===== src/include/sqr_defs.vh =====
/*
 * Constants of the serial command port with quick reads: command codes,
 * handshake values and timing counts.
 * Assumes it is included by bare name from the design files.
 */
`ifndef SQR_DEFS_VH
`define SQR_DEFS_VH

// System clock rate in MHz
`define SQR_CLK_MHZ 100
// Fastest serial clock the port must follow, in MHz
`define SQR_SCLK_MAX_MHZ 10
// Shortest serial clock half period in system cycles, rounded down
`define SQR_SCLK_HALF_CYC ((`SQR_CLK_MHZ / `SQR_SCLK_MAX_MHZ) / 2)

// Bits per byte on the link and its counter width
`define SQR_BYTE_BITS 8
`define SQR_BIT_CNT_W 3
`define SQR_BIT_LAST 3'h7

// Quick-read command codes
`define SQR_CMD_QR_A 8'h50
`define SQR_CMD_QR_B 8'h51
`define SQR_CMD_QR_C 8'h53
`define SQR_CMD_QR_D 8'h57
// Command that returns the handshake byte then the reply
`define SQR_CMD_READ_REPLY 8'h44

// Quick-read register indices
`define SQR_QR_IDX_A 2'h0
`define SQR_QR_IDX_B 2'h1
`define SQR_QR_IDX_C 2'h2
`define SQR_QR_IDX_D 2'h3

// Handshake byte values
`define SQR_CTS_READY 8'hFF
`define SQR_CTS_BUSY 8'h00
// Filler shifted out where no data is defined
`define SQR_FILL_BYTE 8'h00

// Typical handshake delay after a command, in microseconds
`define SQR_CTS_TYP_US 20
`define SQR_CTS_CYCLES (`SQR_CTS_TYP_US * `SQR_CLK_MHZ)
`define SQR_CTS_CNT_W 12

// Reset values
`define SQR_RST_CTS 1'b1
`define SQR_RST_PINS 3'h2

`endif


===== src/hdl/sqr_port.v =====
/*
 * Serial command port of a radio transmitter: receives a command byte and
 * parameter bytes from the host, answers the reply read with a handshake
 * byte and, if ready, reply data, and serves four quick-read registers singly or in
 * a wrapping burst without the handshake.
 * Assumes the internal processor supplies the reply buffer, a done level
 * and the quick-read sources on clk_sys_i; the pins are asynchronous.
 */
`timescale 1ns/1ps
`include "sqr_defs.vh"
module sqr_port #(
	parameter N_SRC = 8,
	parameter SEL_W = 3,
	parameter REPLY_BYTES = 16,
	parameter REPLY_IDX_W = 4
) (
	input wire clk_sys_i,
	input wire rst_n_i,
	input wire sclk_i,
	input wire select_n_line_i,
	input wire serial_in_line_i,
	output wire serial_out_line_o,
	output wire serial_out_line_oe_o,
	input wire [N_SRC*8-1:0] qr_src_i,
	input wire [4*SEL_W-1:0] quick_read_source_property_i,
	input wire [REPLY_BYTES*8-1:0] reply_buf_i,
	input wire proc_done_i,
	output wire [7:0] cmd_byte_o,
	output wire cmd_strobe_o,
	output wire cmd_first_o,
	output wire cmd_end_o,
	output wire cts_o
);
	localparam [2:0] ST_IDLE = 3'h0;
	localparam [2:0] ST_CMD = 3'h1;
	localparam [2:0] ST_QR = 3'h2;
	localparam [2:0] ST_REPLY = 3'h3;
	localparam [2:0] ST_PARAM = 3'h4;
	localparam integer CTS_CYCLES = `SQR_CTS_CYCLES;
	localparam [`SQR_CTS_CNT_W-1:0] CTS_LOAD =
		CTS_CYCLES[`SQR_CTS_CNT_W-1:0];

	function is_qr;
		input [7:0] code;
		begin
			is_qr = (code == `SQR_CMD_QR_A) || (code == `SQR_CMD_QR_B) ||
				(code == `SQR_CMD_QR_C) || (code == `SQR_CMD_QR_D);
		end
	endfunction

	function [1:0] qr_index;
		input [7:0] code;
		begin
			case (code)
			`SQR_CMD_QR_A: qr_index = `SQR_QR_IDX_A;
			`SQR_CMD_QR_B: qr_index = `SQR_QR_IDX_B;
			`SQR_CMD_QR_C: qr_index = `SQR_QR_IDX_C;
			`SQR_CMD_QR_D: qr_index = `SQR_QR_IDX_D;
			default: qr_index = `SQR_QR_IDX_A;
			endcase
		end
	endfunction

	function [7:0] src_pick;
		input [N_SRC*8-1:0] srcs;
		input [SEL_W-1:0] sel;
		begin
			if (sel < N_SRC)
				src_pick = srcs[sel*8 +: 8];
			else
				src_pick = `SQR_FILL_BYTE;
		end
	endfunction

	function [7:0] reply_pick;
		input [REPLY_BYTES*8-1:0] buf_v;
		input [REPLY_IDX_W-1:0] idx;
		begin
			reply_pick = buf_v[idx*8 +: 8];
		end
	endfunction

	wire s_sclk;
	wire s_sel_n;
	wire s_sdi;

	sqr_sync #(
		.W(3),
		.RST_VAL(`SQR_RST_PINS)
	) u_sync (
		.clk_sys_i(clk_sys_i),
		.rst_n_i(rst_n_i),
		.d_i({sclk_i, select_n_line_i, serial_in_line_i}),
		.q_o({s_sclk, s_sel_n, s_sdi})
	);

	reg prev_sclk_ff;
	reg prev_sel_n_ff;
	reg [2:0] state_ff;
	reg [2:0] nxt_state;
	reg [`SQR_BIT_CNT_W-1:0] bit_cnt_ff;
	reg [`SQR_BIT_CNT_W-1:0] nxt_bit_cnt;
	reg [7:0] rx_ff;
	reg [7:0] nxt_rx;
	reg [7:0] tx_ff;
	reg [7:0] nxt_tx;
	reg sdo_ff;
	reg nxt_sdo;
	reg oe_ff;
	reg nxt_oe;
	reg [1:0] qr_idx_ff;
	reg [1:0] nxt_qr_idx;
	reg [7:0] qr_ff [0:3];
	reg [REPLY_IDX_W-1:0] reply_idx_ff;
	reg [REPLY_IDX_W-1:0] nxt_reply_idx;
	reg reply_ok_ff;
	reg nxt_reply_ok;
	reg cmd_seen_ff;
	reg nxt_cmd_seen;
	reg [7:0] cmd_byte_ff;
	reg [7:0] nxt_cmd_byte;
	reg cmd_strobe_ff;
	reg nxt_cmd_strobe;
	reg cmd_first_ff;
	reg nxt_cmd_first;
	reg cmd_end_ff;
	reg nxt_cmd_end;
	reg cts_ff;
	reg [`SQR_CTS_CNT_W-1:0] cts_cnt_ff;

	// Edges seen on the synchronised pins; the link is oversampled
	// by at least SQR_SCLK_HALF_CYC cycles per half period
	wire sclk_rise = s_sclk & ~prev_sclk_ff;
	wire sclk_fall = ~s_sclk & prev_sclk_ff;
	wire sel_fall = prev_sel_n_ff & ~s_sel_n;
	wire sel_rise = ~prev_sel_n_ff & s_sel_n;
	wire byte_done = sclk_rise && (bit_cnt_ff == `SQR_BIT_LAST);
	wire [7:0] rx_byte = {rx_ff[6:0], s_sdi};

	always @* begin
		nxt_state = state_ff;
		nxt_bit_cnt = bit_cnt_ff;
		nxt_rx = rx_ff;
		nxt_tx = tx_ff;
		nxt_sdo = sdo_ff;
		nxt_oe = oe_ff;
		nxt_qr_idx = qr_idx_ff;
		nxt_reply_idx = reply_idx_ff;
		nxt_reply_ok = reply_ok_ff;
		nxt_cmd_seen = cmd_seen_ff;
		nxt_cmd_byte = cmd_byte_ff;
		nxt_cmd_strobe = 1'b0;
		nxt_cmd_first = cmd_first_ff;
		nxt_cmd_end = 1'b0;
		if (sel_fall) begin
			// A transfer only starts on select falling
			nxt_state = ST_CMD;
			nxt_bit_cnt = {`SQR_BIT_CNT_W{1'b0}};
			nxt_tx = `SQR_FILL_BYTE;
			nxt_sdo = 1'b0;
			nxt_oe = 1'b1;
			nxt_cmd_seen = 1'b0;
		end else if (sel_rise) begin
			nxt_state = ST_IDLE;
			nxt_oe = 1'b0;
			nxt_cmd_end = cmd_seen_ff;
		end else if (!s_sel_n && state_ff != ST_IDLE) begin
			if (sclk_rise) begin
				// Input sampled on rising edges, MSB first
				nxt_rx = rx_byte;
				nxt_bit_cnt = bit_cnt_ff + 1'b1;
			end else if (sclk_fall) begin
				// Output changes on falling edges, MSB first
				nxt_sdo = tx_ff[7];
				nxt_tx = {tx_ff[6:0], 1'b0};
			end
			if (byte_done) begin
				case (state_ff)
				ST_CMD: begin
					// First byte is the command code
					if (is_qr(rx_byte)) begin
						// No handshake before quick-read data
						nxt_state = ST_QR;
						nxt_tx = qr_ff[qr_index(rx_byte)];
						nxt_qr_idx = qr_index(rx_byte) + 2'h1;
					end else if (rx_byte == `SQR_CMD_READ_REPLY) begin
						// Handshake byte precedes reply data
						nxt_state = ST_REPLY;
						nxt_tx = cts_ff ? `SQR_CTS_READY : `SQR_CTS_BUSY;
						nxt_reply_ok = cts_ff;
						nxt_reply_idx = {REPLY_IDX_W{1'b0}};
					end else begin
						nxt_state = ST_PARAM;
						nxt_cmd_byte = rx_byte;
						nxt_cmd_strobe = 1'b1;
						nxt_cmd_first = 1'b1;
						nxt_cmd_seen = 1'b1;
					end
				end
				ST_QR: begin
					// Next register each eight clocks, wrapping D to A
					nxt_tx = qr_ff[qr_idx_ff];
					nxt_qr_idx = qr_idx_ff + 2'h1;
				end
				ST_REPLY: begin
					// Busy handshake leaves only filler; host retries
					if (reply_ok_ff) begin
						nxt_tx = reply_pick(reply_buf_i, reply_idx_ff);
						nxt_reply_idx = reply_idx_ff + 1'b1;
					end else begin
						nxt_tx = `SQR_FILL_BYTE;
					end
				end
				ST_PARAM: begin
					// Parameter bytes pass on one by one
					nxt_cmd_byte = rx_byte;
					nxt_cmd_strobe = 1'b1;
					nxt_cmd_first = 1'b0;
				end
				default: begin
					nxt_state = ST_IDLE;
				end
				endcase
			end
		end
	end

	always @(posedge clk_sys_i) begin
		if (!rst_n_i) begin
			prev_sclk_ff <= 1'b0;
			prev_sel_n_ff <= 1'b1;
			state_ff <= ST_IDLE;
			bit_cnt_ff <= {`SQR_BIT_CNT_W{1'b0}};
			rx_ff <= 8'h00;
			tx_ff <= 8'h00;
			sdo_ff <= 1'b0;
			oe_ff <= 1'b0;
			qr_idx_ff <= 2'h0;
			reply_idx_ff <= {REPLY_IDX_W{1'b0}};
			reply_ok_ff <= 1'b0;
			cmd_seen_ff <= 1'b0;
			cmd_byte_ff <= 8'h00;
			cmd_strobe_ff <= 1'b0;
			cmd_first_ff <= 1'b0;
			cmd_end_ff <= 1'b0;
		end else begin
			prev_sclk_ff <= s_sclk;
			prev_sel_n_ff <= s_sel_n;
			state_ff <= nxt_state;
			bit_cnt_ff <= nxt_bit_cnt;
			rx_ff <= nxt_rx;
			tx_ff <= nxt_tx;
			sdo_ff <= nxt_sdo;
			oe_ff <= nxt_oe;
			qr_idx_ff <= nxt_qr_idx;
			reply_idx_ff <= nxt_reply_idx;
			reply_ok_ff <= nxt_reply_ok;
			cmd_seen_ff <= nxt_cmd_seen;
			cmd_byte_ff <= nxt_cmd_byte;
			cmd_strobe_ff <= nxt_cmd_strobe;
			cmd_first_ff <= nxt_cmd_first;
			cmd_end_ff <= nxt_cmd_end;
		end
	end

	// Snapshot taken only at select falling so a burst sees one
	// coherent set of values
	integer i;
	always @(posedge clk_sys_i) begin
		if (!rst_n_i) begin
			for (i = 0; i < 4; i = i + 1)
				qr_ff[i] <= 8'h00;
		end else if (sel_fall) begin
			for (i = 0; i < 4; i = i + 1)
				qr_ff[i] <= src_pick(qr_src_i,
					quick_read_source_property_i[i*SEL_W +: SEL_W]);
		end
	end

	// Handshake: a finished command other than a quick read or reply read clears it; it returns after the
	// typical delay once the processor reports done
	always @(posedge clk_sys_i) begin
		if (!rst_n_i) begin
			cts_ff <= `SQR_RST_CTS;
			cts_cnt_ff <= {`SQR_CTS_CNT_W{1'b0}};
		end else if (cmd_end_ff) begin
			cts_ff <= 1'b0;
			cts_cnt_ff <= CTS_LOAD;
		end else if (cts_cnt_ff != {`SQR_CTS_CNT_W{1'b0}}) begin
			cts_cnt_ff <= cts_cnt_ff - 1'b1;
		end else if (proc_done_i) begin
			cts_ff <= 1'b1;
		end
	end

	assign serial_out_line_o = sdo_ff;
	assign serial_out_line_oe_o = oe_ff;
	assign cmd_byte_o = cmd_byte_ff;
	assign cmd_strobe_o = cmd_strobe_ff;
	assign cmd_first_o = cmd_first_ff;
	assign cmd_end_o = cmd_end_ff;
	assign cts_o = cts_ff;
endmodule


===== src/hdl/sqr_sync.v =====
/*
 * Two-flop synchroniser for a group of asynchronous pin levels.
 * Assumes each bit is a slow level relative to clk_sys_i.
 */
`timescale 1ns/1ps
module sqr_sync #(
	parameter W = 3,
	parameter [W-1:0] RST_VAL = {W{1'b0}}
) (
	input wire clk_sys_i,
	input wire rst_n_i,
	input wire [W-1:0] d_i,
	output wire [W-1:0] q_o
);
	reg [W-1:0] meta_ff;
	reg [W-1:0] sync_ff;

	// First stage feeds only the second stage
	always @(posedge clk_sys_i) begin
		if (!rst_n_i) begin
			meta_ff <= RST_VAL;
			sync_ff <= RST_VAL;
		end else begin
			meta_ff <= d_i;
			sync_ff <= meta_ff;
		end
	end

	assign q_o = sync_ff;
endmodule


===== config.mk =====
export PLATFORM = sky130hd
export DESIGN_NAME = sqr_port
export DESIGN_NICKNAME = d
export VERILOG_FILES = /design/src/hdl/sqr_port.v /design/src/hdl/sqr_sync.v
export VERILOG_INCLUDE_DIRS = /design/src /design/src/include
export SDC_FILE = /design/constraint.sdc
export NUM_CORES = 1
export LEC_CHECK = 0
export BUFFER_PORTS_ARGS = -buffer_cell sky130_fd_sc_hd__buf_4
export CAP_MARGIN = 20
export CORE_UTILIZATION = 48
export CTS_CLUSTER_DIAMETER = 80
export DETAILED_ROUTE_END_ITERATION = 7
export GPL_TIMING_DRIVEN = 1
export PLACE_DENSITY_LB_ADDON = 0.2
export SYNTH_ARGS = -nofsm -noshare
export SYNTH_HDL_FRONTEND = slang
export SYNTH_SLANG_ARGS = --single-unit

===== constraint.sdc =====
create_clock -name clk_sys_i -period 2.29 [get_ports clk_sys_i]
set_clock_uncertainty 0.2 [all_clocks]
set_input_delay 0.458 -clock clk_sys_i [delete_from_list [all_inputs] [get_ports clk_sys_i]]
set_output_delay 0.458 -clock clk_sys_i [all_outputs]
set_load 0.01 [all_outputs]

Yosys cells after proc, flatten, opt, wreduce, memory -nomap -nowiden
Memories as Yosys holds them, arrays and structs flattened. A register that Yosys moved wholly into a read port is not among the register bits.
Cells that the tools add are included.

operators by class
  add/subtract/negate cells = 5
  $mul = 0
  divide/modulo/power cells = 0
  order comparisons = 0
  equal/unequal tests = 17
  shifts and indexed selects = 5
  mux-type cells = 62
  bitwise gates (word level) = 21
  reduce and logical (&&, ||, !) cells = 34

operator list
  cell                     number
  $shiftx A64 B7 Y8        4
  $mux W8                  21
  $shiftx A128 B8 Y8       1
  $eq A8 B7 Y1 const B     5
  $pmux W8 S3              1
  $mux W11                 2
  $mux W2                  9
  $mux W1                  17
  $pmux W8 S2              1
  $reduce_and A7 Y1        2
  $not A1 Y1               13
  $mux W4                  3
  $ne A2 B2 Y1 const B     6
  $reduce_and A6 Y1        2
  $reduce_bool A12 Y1      1
  $reduce_bool A2 Y1       6
  $sub A12 B1 Y12 const B  1
  $reduce_and A3 Y1        3
  $reduce_bool A3 Y1       3
  $reduce_or A3 Y1         3
  $pmux W4 S2              1
  $reduce_and A4 Y1        2
  $reduce_and A8 Y1        1
  $eq A3 B2 Y1 const B     2
  19 further kinds         34

word-level totals
  flip-flop bits (word level) = 63
  bits in latches = 0
  memory bits (writable) = 32
  memory bits (read-only) = 0
  output and inout port bits = 14
  word-level logic and storage cells = 167
  memories kept = 1

memories
  memory  depth  width  rd ports  clocked after memory_dff  write ports  line            RTL
  qr_ff   4      8      2         1                         4            sqr_port.v:113  reg [7:0] qr_ff [0:3];

Longest topological paths before layout
Gate-level depths: netlist of the first run.

  word-level depth = 15
  mapped depth = 8
  depth with buffers taken out = 7

Hierarchy
Synthesis of the first run repeated with hierarchy kept, for this count alone.

second synthesis, totals
  cell total of the unflattened synthesis = 685
  area total of the unflattened synthesis = 7637.3 um2

modules (own cells, without submodules)
  module    times used  cells each  area each (um2)  seq. area each (um2)
  sqr_port  1           673         7479.7           2142.1
  sqr_sync  1           12          157.7            120.1

Worst setup path before layout of the first run
No wires, ideal clock.

  path kind = input to register
  start point = input port quick_read_source_property_i[0]
  end point = memory qr_ff[0][5] (data pin)
  setup time = 0.266 ns
  data arrival time = 1.865 ns
  slack = -0.041 ns
  cell stages on the path = 5
  buffers on the path = 2
  path through = clkbuf_1 -> buf_2 -> mux4_2 -> mux2i_1 -> nor2_1

RTL lines
  what                line            RTL
  start: declaration  sqr_port.v:25   input wire [4*SEL_W-1:0] quick_read_source_property_i,
  end: declaration    sqr_port.v:113

Worst setup path after layout of the first run
  start point = register rx_ff[6]
  end point = register qr_idx_ff[1]

between the ends
  cells in the longest elaborated chain, start to end = 11
  elaborated cells on any way between the ends = 19
  classes of those cells = add/sub (1); eq/ne (5); mux (9); reduce/logical (4)

ends and longest elaborated chain
  what                      line            RTL
  start: declaration        sqr_port.v:103  reg [7:0] rx_ff;
  start signal: assignment  sqr_port.v:251  rx_ff <= nxt_rx;
  $eq A8 B7 Y1              sqr_port.v:54   case (code)
  $pmux W2 S3               sqr_port.v:54
  $mux W2                   sqr_port.v:181  if (is_qr(rx_byte)) begin
  $mux W2                   sqr_port.v:178  case (state_ff)
  $mux W2                   sqr_port.v:177  if (byte_done) begin
  $mux W2                   sqr_port.v:167  end else if (!s_sel_n && state_ff != ST_IDLE) begin
  $mux W2                   sqr_port.v:163  end else if (sel_rise) begin
  $mux W2                   sqr_port.v:155  if (sel_fall) begin
  $add A2 B1 Y2             sqr_port.v:185  nxt_qr_idx = qr_index(rx_byte) + 2'h1;
  $mux W2                   sqr_port.v:181
  $pmux W2 S2               sqr_port.v:178
  end signal: assignment    sqr_port.v:255  qr_idx_ff <= nxt_qr_idx;
  end: declaration          sqr_port.v:111  reg [1:0] qr_idx_ff;

Parallel ways exist; a longest one is shown, timed or not. The select of a mux whose other input is x is not followed.
A chain may end at the register's enable or synchronous reset.

==> qor.csv, run 1 <==
metric;value;unit
Post-synth EDFFs;32;
main area contributors after synthesis;mux4_2, dfxtp_1, edfxtp_1, mux2i_1, nand2_1;
RSZ-0062 raised after global routing;yes;
Final Instance Count excl. Fillers;1119;
die height;128;microns
gpl congestion;0.830;
wire per inst;19.4;microns
post-synth net total;901;
Max Cap Violations;0;
Post-Synthesis Cells;684;
largest net degree at the start of global routing;34;
main flop type after synthesis;dfxtp_1;
Critical Path RT;2320;ps
kind of end point of the critical path;flip-flop;
arrival time at the worst endpoint;2230;ps
final wirelength;21800;microns
CTS root buf;clkbuf_16;
Placed Cells incl. Taps;1104;
nature of the critical path startpoint;flip-flop;
Cell Pwr Density;516;nW/um^2
flops & latches, synth;97;
Cell Chain, Critical Path;or4b_4 -> a2111o_1 -> a211oi_4 -> a21boi_1 -> o21a_1;
vias in the first global route;6670;
area added between synthesis and finish;31.7;%
nets@finish;1121;
Ports;224;
Setup Viol. Count Final;0;
hpwl dp;17600;microns
number of CTS-inserted buffers;9;
global route hottest layer;met2;
total grt overflow;0;
DRT antenna net count;0;
top-area cell type share of the netlist area;28.6;%
first-pass GRT wire length;33900;microns
GRT met2 Usage;47.9;%
Synth Cell Area;7630;sq um
Filler Cells Inserted;1224;
Initial Utilization;49.6;%
initial antenna violation count;0;
largest area contributor in the netlist;mux4_2;
DRC viols;0;
multi-input combinational cell area;5110;sq um
Crit Path Class;reg2reg;
Bufs and invs on worst path;0;
Leakage;3.91;nW
Post-synth top cells;mux4_2, mux2i_1, nand2_1;
Avg Cell Area, Syn;11.2;sq um
H-Tree Depth;3;
drt pass-1 iters;5;
Reg clk slew, reported paths;70;ps
Hold Path Class;in2reg;
Clock Sinks;97;
slew margin rel.;54.6;%
CP Max Fanout;4;
pre-CTS WS;43.6;ps
critical path's slowest cell;or4b_4;
initial DRC count;332;
Min Hold Slack;108;ps
number of port buffers;223;
final worst-path cycle share;96.1;%
Async SR Flop Fraction;0;%
Total Routing Usage GR;26.7;%
antenna cells;0;
final worst slack;89.4;ps
status;finished, final reports clean;
met3 usage;3.80;%
die area;16400;sq um
Final Max Slew Viols;0;
met1 Resource Use GR;32.8;%
sequential area share after synthesis;29.6;%
clock buffer depth;2;
CORE AREA;15400;sq um
post-CTS setup buffers;0;
Die X;128;microns
peak supply drop;0.437;mV
Max Fclk;454;MHz
Yosys warning count;0;
DR vias/cell;5.94;
CTS tree;built;
vias after detailed routing;6652;
top-count cell post-synth;mux4_2;
fin crit period;2200;ps
critical path's largest stage delay;580;ps
Hold Violations, Final;0;
Yosys cell types;64;
Clock Latency Late Sink;340;ps
FF/Latch Area;2260;sq um
layout cells sized above 1;45.8;%
measured slew at the worst slew-check pin;674;ps
number of placement rows;45;
kind of cell adding the most delay to the critical path;compound AO/OA/AOI/OAI gates;
[per-layer routing]
layer / routed length (microns) / share of wire, % / vias up
li1: - / - / 3113
met1: 8860 / 41 / 3214
met2: 10900 / 50 / 295
met3: 1440 / 6.6 / 30
met4: 582 / 2.7 / 0
met5: 0 / 0 / -
[state kept, by name, summed over array words and instances, names as in the netlist, named ones only]
register	cells
u_sync.meta_ff	3
serial_out_line_oe_o	1
serial_out_line_o	1
cmd_byte_o	8
rx_ff	7
tx_ff	8
cmd_seen_ff	1
bit_cnt_ff	3
state_ff	3
cts_o	1
prev_sel_n_ff	1
reply_idx_ff	4
prev_sclk_ff	1
cmd_first_o	1
qr_ff	32
u_sync.q_o	3
cts_cnt_ff	12
qr_idx_ff	2
reply_ok_ff	1
cmd_strobe_o	1
cmd_end_o	1
[final timing paths]
path | startpoint | to | slack [ps] | cells after the start
hold reg to reg | u_sync.meta_ff[1]$_SDFF_PN1_ | u_sync.q_o[1]$_SDFF_PN1_ | 220 | 1
hold / removal | select_n_line_i | u_sync.meta_ff[1]$_SDFF_PN1_ | 110 | 2
setup reg to reg | rx_ff[6]$_SDFFE_PN0P_ | qr_idx_ff[1]$_SDFFE_PN0P_ | 90 | 5
setup / recovery | rx_ff[6]$_SDFFE_PN0P_ | qr_idx_ff[1]$_SDFFE_PN0P_ | 90 | 5
[cell families after synthesis]
logic type | Yosys count | synth area share, %
simple gates | 227 | 15.1
mux | 187 | 40.7
flops | 97 | 29.6
compound gates | 83 | 8.41
buf+inv | 74 | 4.00
xor+xnor | 9 | 1.03
fa+ha+maj | 7 | 1.15
[cell usage in the layout, fill, tap and decap left out, types with 7 or more instances in the layout]
cell / n
buf_4: 266
mux4_2: 97
mux2i_1: 74
nand2_1: 69
dfxtp_1: 63
nor2_1: 48
nor2b_1: 36
edfxtp_1: 32
mux2_2: 16
nand3_1: 15
inv_1: 14
nor4_1: 11
a21oi_1: 10
clkbuf_16: 9
nor3_1: 8
a221oi_1: 8
o221ai_1: 8
a31oi_1: 8
nand2b_1: 7
o311ai_0: 7
ha_1: 7
[where the power goes]
part	internal, mW	switching (mW)	leakage [nW]
Combinational	0.890	0.727	2.90
Sequential	1.91	0.117	0.866
Clock	0.880	0.660	0.150
Total	3.68	1.50	3.91
[final cells by class]
class	instances	share of cell area (%)
clock buffer	10	2.38
clock inverter	5	0.598
sequential	97	22.5
inverter	14	0.523
timing repair buffer	269	20.5
multi-input combinational	513	50.9
tap	211	2.63
[worst reg2reg max path, cell delays in order (launching register included)]
cell and delay, ps:
dfxtp_1 340, or4b_4 580, a2111o_1 350, a211oi_4 320, a21boi_1 100, o21a_1 200
[repair_timing]
action | in CTS | in global routing
setup endpoints to repair | 0 | 14
gates resized for setup | 0 | 8
hold buffers | 0 | 0
[metrics by stage]
stage / utilization (%) / TNS, ps / power [mW] / cell area (sq um)
global placement: 63.1 / 0 / 3.52 / 9710
finish: 65.4 / 0 / 5.18 / 10000
global route: 65.4 / -3.78 / 5.41 / 10000
floorplan: - / 0 / 2.99 / 7640
CTS: 65.1 / 0 / 5.14 / 10000
detailed placement: 63.1 / 0 / 3.61 / 9710
Note: power is estimated with default switching activity, not from simulation.
==> inputs of run 2 (changes only) <==
BUFFER_PORTS_ARGS = default   (was -buffer_cell sky130_fd_sc_hd__buf_4)
CORE_UTILIZATION = 55   (was 48)
DONT_BUFFER_PORTS = 1   (was default)
PLACE_DENSITY_LB_ADDON = 0.12   (was 0.2)
==> qor.csv, run 2 (synthesized netlist as in run 1, its figures left out) <==
metric;value;unit;change
peak supply drop;0.372;mV;-15%
most frequent cells in the layout;mux4_2, mux2i_1, nand2_1;;
wire per inst;22.0;microns;+13%
Max Fclk;455;MHz;+0.15%
status;finished, final reports clean;;
area added between synthesis and finish;8.84;%;
fin crit period;2200;ps;-3.25 ps
Filler Cells Inserted;1071;;-13%
CP Max Fanout;8;;+4
vias after detailed routing;5664;;-15%
DRC viols;0;;unchanged
placed instance area;7960;sq um;-18%
RSZ-0062 raised after global routing;yes;;
CORE AREA;13400;sq um;-13%
Clock Latency Late Sink;340;ps;about the same
number of CTS-inserted buffers;9;;unchanged
Hold Path Class;in2reg;;
number of port buffers;0;;-100%
total grt overflow;0;;unchanged
CTS tree;built;;
Initial Utilization;56.9;%;+7.3 points
H-Tree Depth;3;;unchanged
drt pass-1 iters;5;;unchanged
Reg-to-Reg End;qr_idx_ff[1]$_SDFFE_PN0P_;;
Final Max Slew Viols;0;;unchanged
Hold Crit Depth;1;;-1
antenna cells;0;;unchanged
die area;14300;sq um;-13%
Min Hold Slack;29.5;ps;-78.9 ps
initial antenna violation count;0;;unchanged
first-pass GRT wire length;29800;microns;-12%
Hold EP;u_sync.meta_ff[1]$_SDFF_PN1_;;
Top Metal Used;met4;;
final worst-path cycle share;96.0;%;-0.14 points
Max Cap Violations;0;;unchanged
number of placement rows;42;;-6.7%
Largest Register;qr_ff;;
Clock Sinks;97;;unchanged
Reg2Reg Launch Point;state_ff[0]$_SDFFE_PN0P_;;
DRT antenna net count;0;;unchanged
arrival time at the worst endpoint;2220;ps;about the same
CTS root buf;clkbuf_16;;
nature of the critical path startpoint;flip-flop;;
Worst Reg2Reg Path Length in Cells;5;;unchanged
largest net degree at the start of global routing;54;;+59%
vias in the first global route;5945;;-11%
commonest non-fill, non-tap cell in the layout;mux4_2;;
biggest regs;qr_ff: 32 flops, cts_cnt_ff: 12 flops;;
nets@finish;894;;-20%
Reg clk slew, reported paths;70;ps;about the same
Setup Viol. Count Final;0;;unchanged
max reg flops;32;;unchanged
kind of end point of the critical path;flip-flop;;
layout cells sized above 1;27.5;%;-18 points
die height;120;microns;-6.5%
R2R setup slack;90;ps;about the same
hold path start;select_n_line_i;;
Cell Pwr Density;563;nW/um^2;+9.2%
Critical Path RT;2310;ps;about the same
gpl congestion;0.892;;+7.5%
Hold Violations, Final;0;;unchanged
Total Routing Usage GR;26.8;%;+0.032 points
final wirelength;18900;microns;-13%
measured slew at the worst slew-check pin;787;ps;+112 ps
clock buffer depth;2;;unchanged
Die X;120;microns;-6.5%
initial DRC count;370;;+11%
met3 WL;1590;microns;+11%
Crit Path Class;reg2reg;;
Final Core Density;62.0;%;-3.4 points
DR WL met2;9450;microns;-13%
DR vias/cell;6.61;;+11%
met1 WL;7470;microns;-16%
Leakage;2.82;nW;-28%
slew margin rel.;46.9;%;-7.8 points
hpwl dp;15000;microns;-15%
fin area;8300;sq um;-17%
Ports;224;;unchanged
==> run 2: cell count changes in the layout (fill, tap and decap cells not counted), sizes merged <==
cell	before	now
buf	269	41
bufinv	1	0
clkbuf	10	12
clkinv	0	2
dlygate4sd3	0	1
inv	18	15
==> run 2: report_power, final <==
group          internal (mW)  switching (mW)  total, mW  leakage, nW
combinational          0.680           0.520       1.20         1.81
clock                  0.831           0.626       1.46        0.144
sequential              1.91           0.113       2.02        0.866
==> run 2: layout make-up <==
class                           instances  area [sq um]  share of cell area [%]
Clock inverter                          3          22.5                   0.271
Multi-Input combinational cell        513          5110                    61.5
Timing Repair Buffer                   42           368                    4.43
Tap cell                              176           220                    2.65
Inverter                               14          52.6                   0.633
Sequential cell                        97          2260                    27.3
Clock buffer                           12           268                    3.22
==> run 2: worst max-delay path by stage <==
stage,startpoint,endpoint,depth (start not counted)
6_report,state_ff[0]$_SDFFE_PN0P_,qr_idx_ff[1]$_SDFFE_PN0P_,5
5_1_grt,bit_cnt_ff[0]$_SDFFE_PP0P_,qr_idx_ff[1]$_SDFFE_PN0P_,8
4_1_cts,cts_cnt_ff[0]$_SDFFE_PP0P_,cts_cnt_ff[9]$_SDFFE_PN0P_,8
3_5_place_dp,cts_cnt_ff[0]$_SDFFE_PP0P_,cts_cnt_ff[9]$_SDFFE_PN0P_,8
3_3_place_gp,rx_ff[6]$_SDFFE_PN0P_,tx_ff[2]$_SDFFE_PP0P_,7
2_1_floorplan,quick_read_source_property_i[0],qr_ff[0][5]$_SDFFCE_PN0P_,5
==> run 2: worst max-delay path, cell delays in order, from the launching register on <==
cell and delay (ps):
dfxtp_1 440, or3b_1 410, a2111o_1 410, a211oi_4 310
a21boi_1 100, o21a_1 210
==> run 2: stage by stage <==
| step | cells | TNS [ps] | setup slack [ps] | power (mW) |
|---|---|---|---|---|
| floorplan | 684 | 0 | 51.7 | 2.99 |
| detailed placement | 840 | 0 | 35.5 | 3.19 |
| global route | 857 | -29.8 | -17.9 | 4.91 |
| CTS | 856 | 0 | 10.1 | 4.64 |
| global placement | 840 | 0 | 108 | 3.13 |
| finish | 857 | 0 | 92.6 | 4.68 |
==> run 2: routing by layer <==
metal	vias up	GRT usage, %
met1	2731	32.2
li1	2660	-
met2	244	46.6
met4	0	7.58
met5	-	0
met3	29	7.60
==> run 2: repair_timing <==
action	CTS	global route
setup buffers	0	1
hold buffers	1	0
hold endpoints to repair	4	0
gates resized for setup	0	8
setup endpoints to repair	0	14
==> inputs of run 3 (changes only) <==
SYNTH_HIERARCHICAL = 1   (was default)
==> qor.csv, run 3 <==
metric;value;unit;change
peak supply drop;0.313;mV;-16%
Clock Latency Late Sink;360;ps;+20 ps
top-area cell type share of the netlist area;31.0;%;+2.3 points
drt pass-1 iters;5;;unchanged
Filler Cells Inserted;1080;;+0.84%
CTS root buf;clkbuf_16;;
Yosys cell types;67;;+4.7%
largest area contributor in the netlist;mux4_2;;
Largest Register;qr_ff;;
Final Max Slew Viols;0;;unchanged
RSZ-0062 raised after global routing;yes;;
CORE AREA;13400;sq um;unchanged
Hold Violations, Final;0;;unchanged
Synth Cell Area;7640;sq um;about the same
Bufs and invs on worst path;0;;unchanged
measured slew at the worst slew-check pin;592;ps;-195 ps
largest net degree at the start of global routing;45;;-17%
main area contributors after synthesis;mux4_2, dfxtp_1, edfxtp_1, mux2i_1, nand2_1;;
final wirelength;20700;microns;+9.6%
multi-input combinational cell area;5040;sq um;-1.3%
die height;120;microns;about the same
total grt overflow;0;;unchanged
Reg-to-Reg End;tx_ff[0]$_SDFFE_PP0P_;;
initial DRC count;472;;+28%
met1 WL;8090;microns;+8.3%
Ports;224;;unchanged
Yosys warning count;6;;+6
initial antenna violation count;7;;+7
number of placement rows;42;;unchanged
main flop type after synthesis;dfxtp_1;;
Min Hold Slack;15.6;ps;-13.9 ps
FF/Latch Area;2270;sq um;+0.17%
H-Tree Depth;3;;unchanged
vias after detailed routing;5912;;+4.4%
Reg clk slew, reported paths;80;ps;about the same
Total Routing Usage GR;29.3;%;+2.5 points
status;finished, final reports clean;;
Worst Reg2Reg Path Length in Cells;4;;-1
number of port buffers;0;;unchanged
R2R setup slack;110;ps;about the same
hpwl dp;16500;microns;+10%
number of CTS-inserted buffers;9;;unchanged
Async SR Flop Fraction;0;%;unchanged
met3 WL;1700;microns;+7.1%
most frequent cells in the layout;mux4_2, dfxtp_1, nand2_1;;
clock buffer depth;2;;unchanged
Final Instance Count excl. Fillers;871;;+1.6%
pre-CTS WS;77.3;ps;+41.8 ps
post-synth net total;902;;+0.11%
Avg Cell Area, Syn;11.1;sq um;about the same
kind of cell adding the most delay to the critical path;simple AND/OR/NAND/NOR gates;;
Initial Utilization;57.0;%;about the same
Max Cap Violations;0;;unchanged
Post-synth top cells;mux4_2, dfxtp_1, nand2_1;;
DR vias/cell;6.79;;+2.7%
flops & latches, synth;97;;unchanged
CP Max Fanout;8;;unchanged
Crit Path Class;reg2reg;;
kind of end point of the critical path;flip-flop;;
biggest regs;qr_ff: 32 flops, cts_cnt_ff: 12 flops;;
top-count cell post-synth;mux4_2;;
critical path's largest stage delay;800;ps;+360 ps
DR WL met2;10300;microns;+8.5%
final worst-path cycle share;95.4;%;-0.57 points
Hold EP;u_sync/meta_ff[2]$_SDFF_PN0_;;
sequential area share after synthesis;29.6;%;about the same
gpl congestion;0.849;;-4.9%
critical path's slowest cell;or4b_2;;
die area;14400;sq um;+0.10%
DRT antenna net count;0;;unchanged
Cell Pwr Density;560;nW/um^2;-0.57%
Final Core Density;62.1;%;+0.18 points
final worst slack;106;ps;+13.0 ps
wire per inst;23.8;microns;+7.9%
commonest non-fill, non-tap cell in the layout;mux4_2;;
Cell Chain, Critical Path;or4b_2 -> o31a_1 -> o2111ai_1 -> a311oi_1;;
Max Fclk;458;MHz;+0.59%
Placed Cells incl. Taps;845;;+0.60%
arrival time at the worst endpoint;2210;ps;about the same
CTS tree;built;;
Post-Synthesis Cells;685;;+0.15%
vias in the first global route;6049;;+1.7%
Setup Viol. Count Final;0;;unchanged
Clock Sinks;97;;unchanged
hold path start;rst_n_i;;
Leakage;2.83;nW;+0.20%
Post-synth EDFFs;32;;unchanged
max reg flops;32;;unchanged
Top Metal Used;met4;;
DRC viols;0;;unchanged
slew margin rel.;60.5;%;+14 points
layout cells sized above 1;30.4;%;+2.9 points
Hold Path Class;in2reg;;
nature of the critical path startpoint;flip-flop;;
fin crit period;2180;ps;-13.0 ps
setup TNS;0;ps;unchanged
Reg2Reg Launch Point;rx_ff[2]$_SDFFE_PN0P_;;
Critical Path RT;2320;ps;about the same
area added between synthesis and finish;9.04;%;
first-pass GRT wire length;32000;microns;+7.4%
nets@finish;900;;+0.67%
Hold Crit Depth;1;;unchanged
Die X;120;microns;about the same
## run 3: cell types whose count changed in the layout (fill, tap and decap cells not counted), moves of 10 or more
cell	before	now
nand2_1	69	59
nor2b_1	36	11
a21oi_1	10	44
mux2i_1	74	47
nand4_1	1	17
## run 3: cell families after synthesis
kind of cell / after synthesis / synth area share [%]
fa+ha+maj: 7 / 1.15
simple gates: 223 / 15.4
mux: 166 / 39.2
buf+inv: 76 / 4.60
flops: 97 / 29.6
compound gates: 106 / 8.90
xor+xnor: 10 / 1.15
## run 3: final cells by class
cell class	instances	area share, %
Antenna cell	7	0.210
Clock buffer	9	2.70
Clock inverter	7	1.17
Inverter	16	0.721
Multi-Input combinational cell	512	60.6
Sequential cell	97	27.2
Tap cell	176	2.64
Timing Repair Buffer	47	4.75
## run 3: how the worst max path moves through the flow
stage | start | slack [ps] | to | depth (start not counted)
floorplan | u_sync/q_o[1]$_SDFF_PN1_ | 20 | cmd_byte_o[4]$_SDFFE_PN0P_ | 7
global placement | bit_cnt_ff[0]$_SDFFE_PP0P_ | 120 | reply_idx_ff[1]$_SDFFE_PN0P_ | 7
detailed placement | bit_cnt_ff[0]$_SDFFE_PP0P_ | 80 | reply_idx_ff[0]$_SDFFE_PN0P_ | 7
CTS | bit_cnt_ff[0]$_SDFFE_PP0P_ | 50 | reply_idx_ff[0]$_SDFFE_PN0P_ | 7
global route | bit_cnt_ff[0]$_SDFFE_PP0P_ | -10 | cmd_byte_o[7]$_SDFFE_PN0P_ | 8
finish | rx_ff[2]$_SDFFE_PN0P_ | 110 | tx_ff[0]$_SDFFE_PP0P_ | 4
## run 3: power by group
group	total, mW	internal [mW]	switching, mW
Combinational	1.06	0.585	0.480
Clock	1.60	0.879	0.723
Sequential	2.00	1.90	0.0963
Total	4.67	3.37	1.30
## run 3: per-stage QoR
stage / instance area, sq um / power [mW]
2_1_floorplan: 7640 / 2.91
3_3_place_gp: 7950 / 3.05
3_5_place_dp: 7950 / 3.09
4_1_cts: 8290 / 4.70
5_1_grt: 8330 / 4.87
6_report: 8330 / 4.67
## run 3: what timing repair did
action                                 in CTS  in global routing
setup endpoints to repair                   0                 17
hold buffers                                2                  0
buffers inserted                            0                  1
endpoints found under the hold margin       2                  0
resized for setup                           0                  5
## run 3: worst register-to-register path: stages, from the launching register on
cell and delay, ps:
dfxtp_1 370, or4b_2 800, o31a_1 430, o2111ai_1 140, a311oi_1 110
## run 3: per-layer routing
layer | track usage [%] | vias to the layer above
met3 | 8.17 | 31
met2 | 49.4 | 262
li1 | - | 2713
met5 | 0 | -
met4 | 14.1 | 0
met1 | 34.5 | 2906
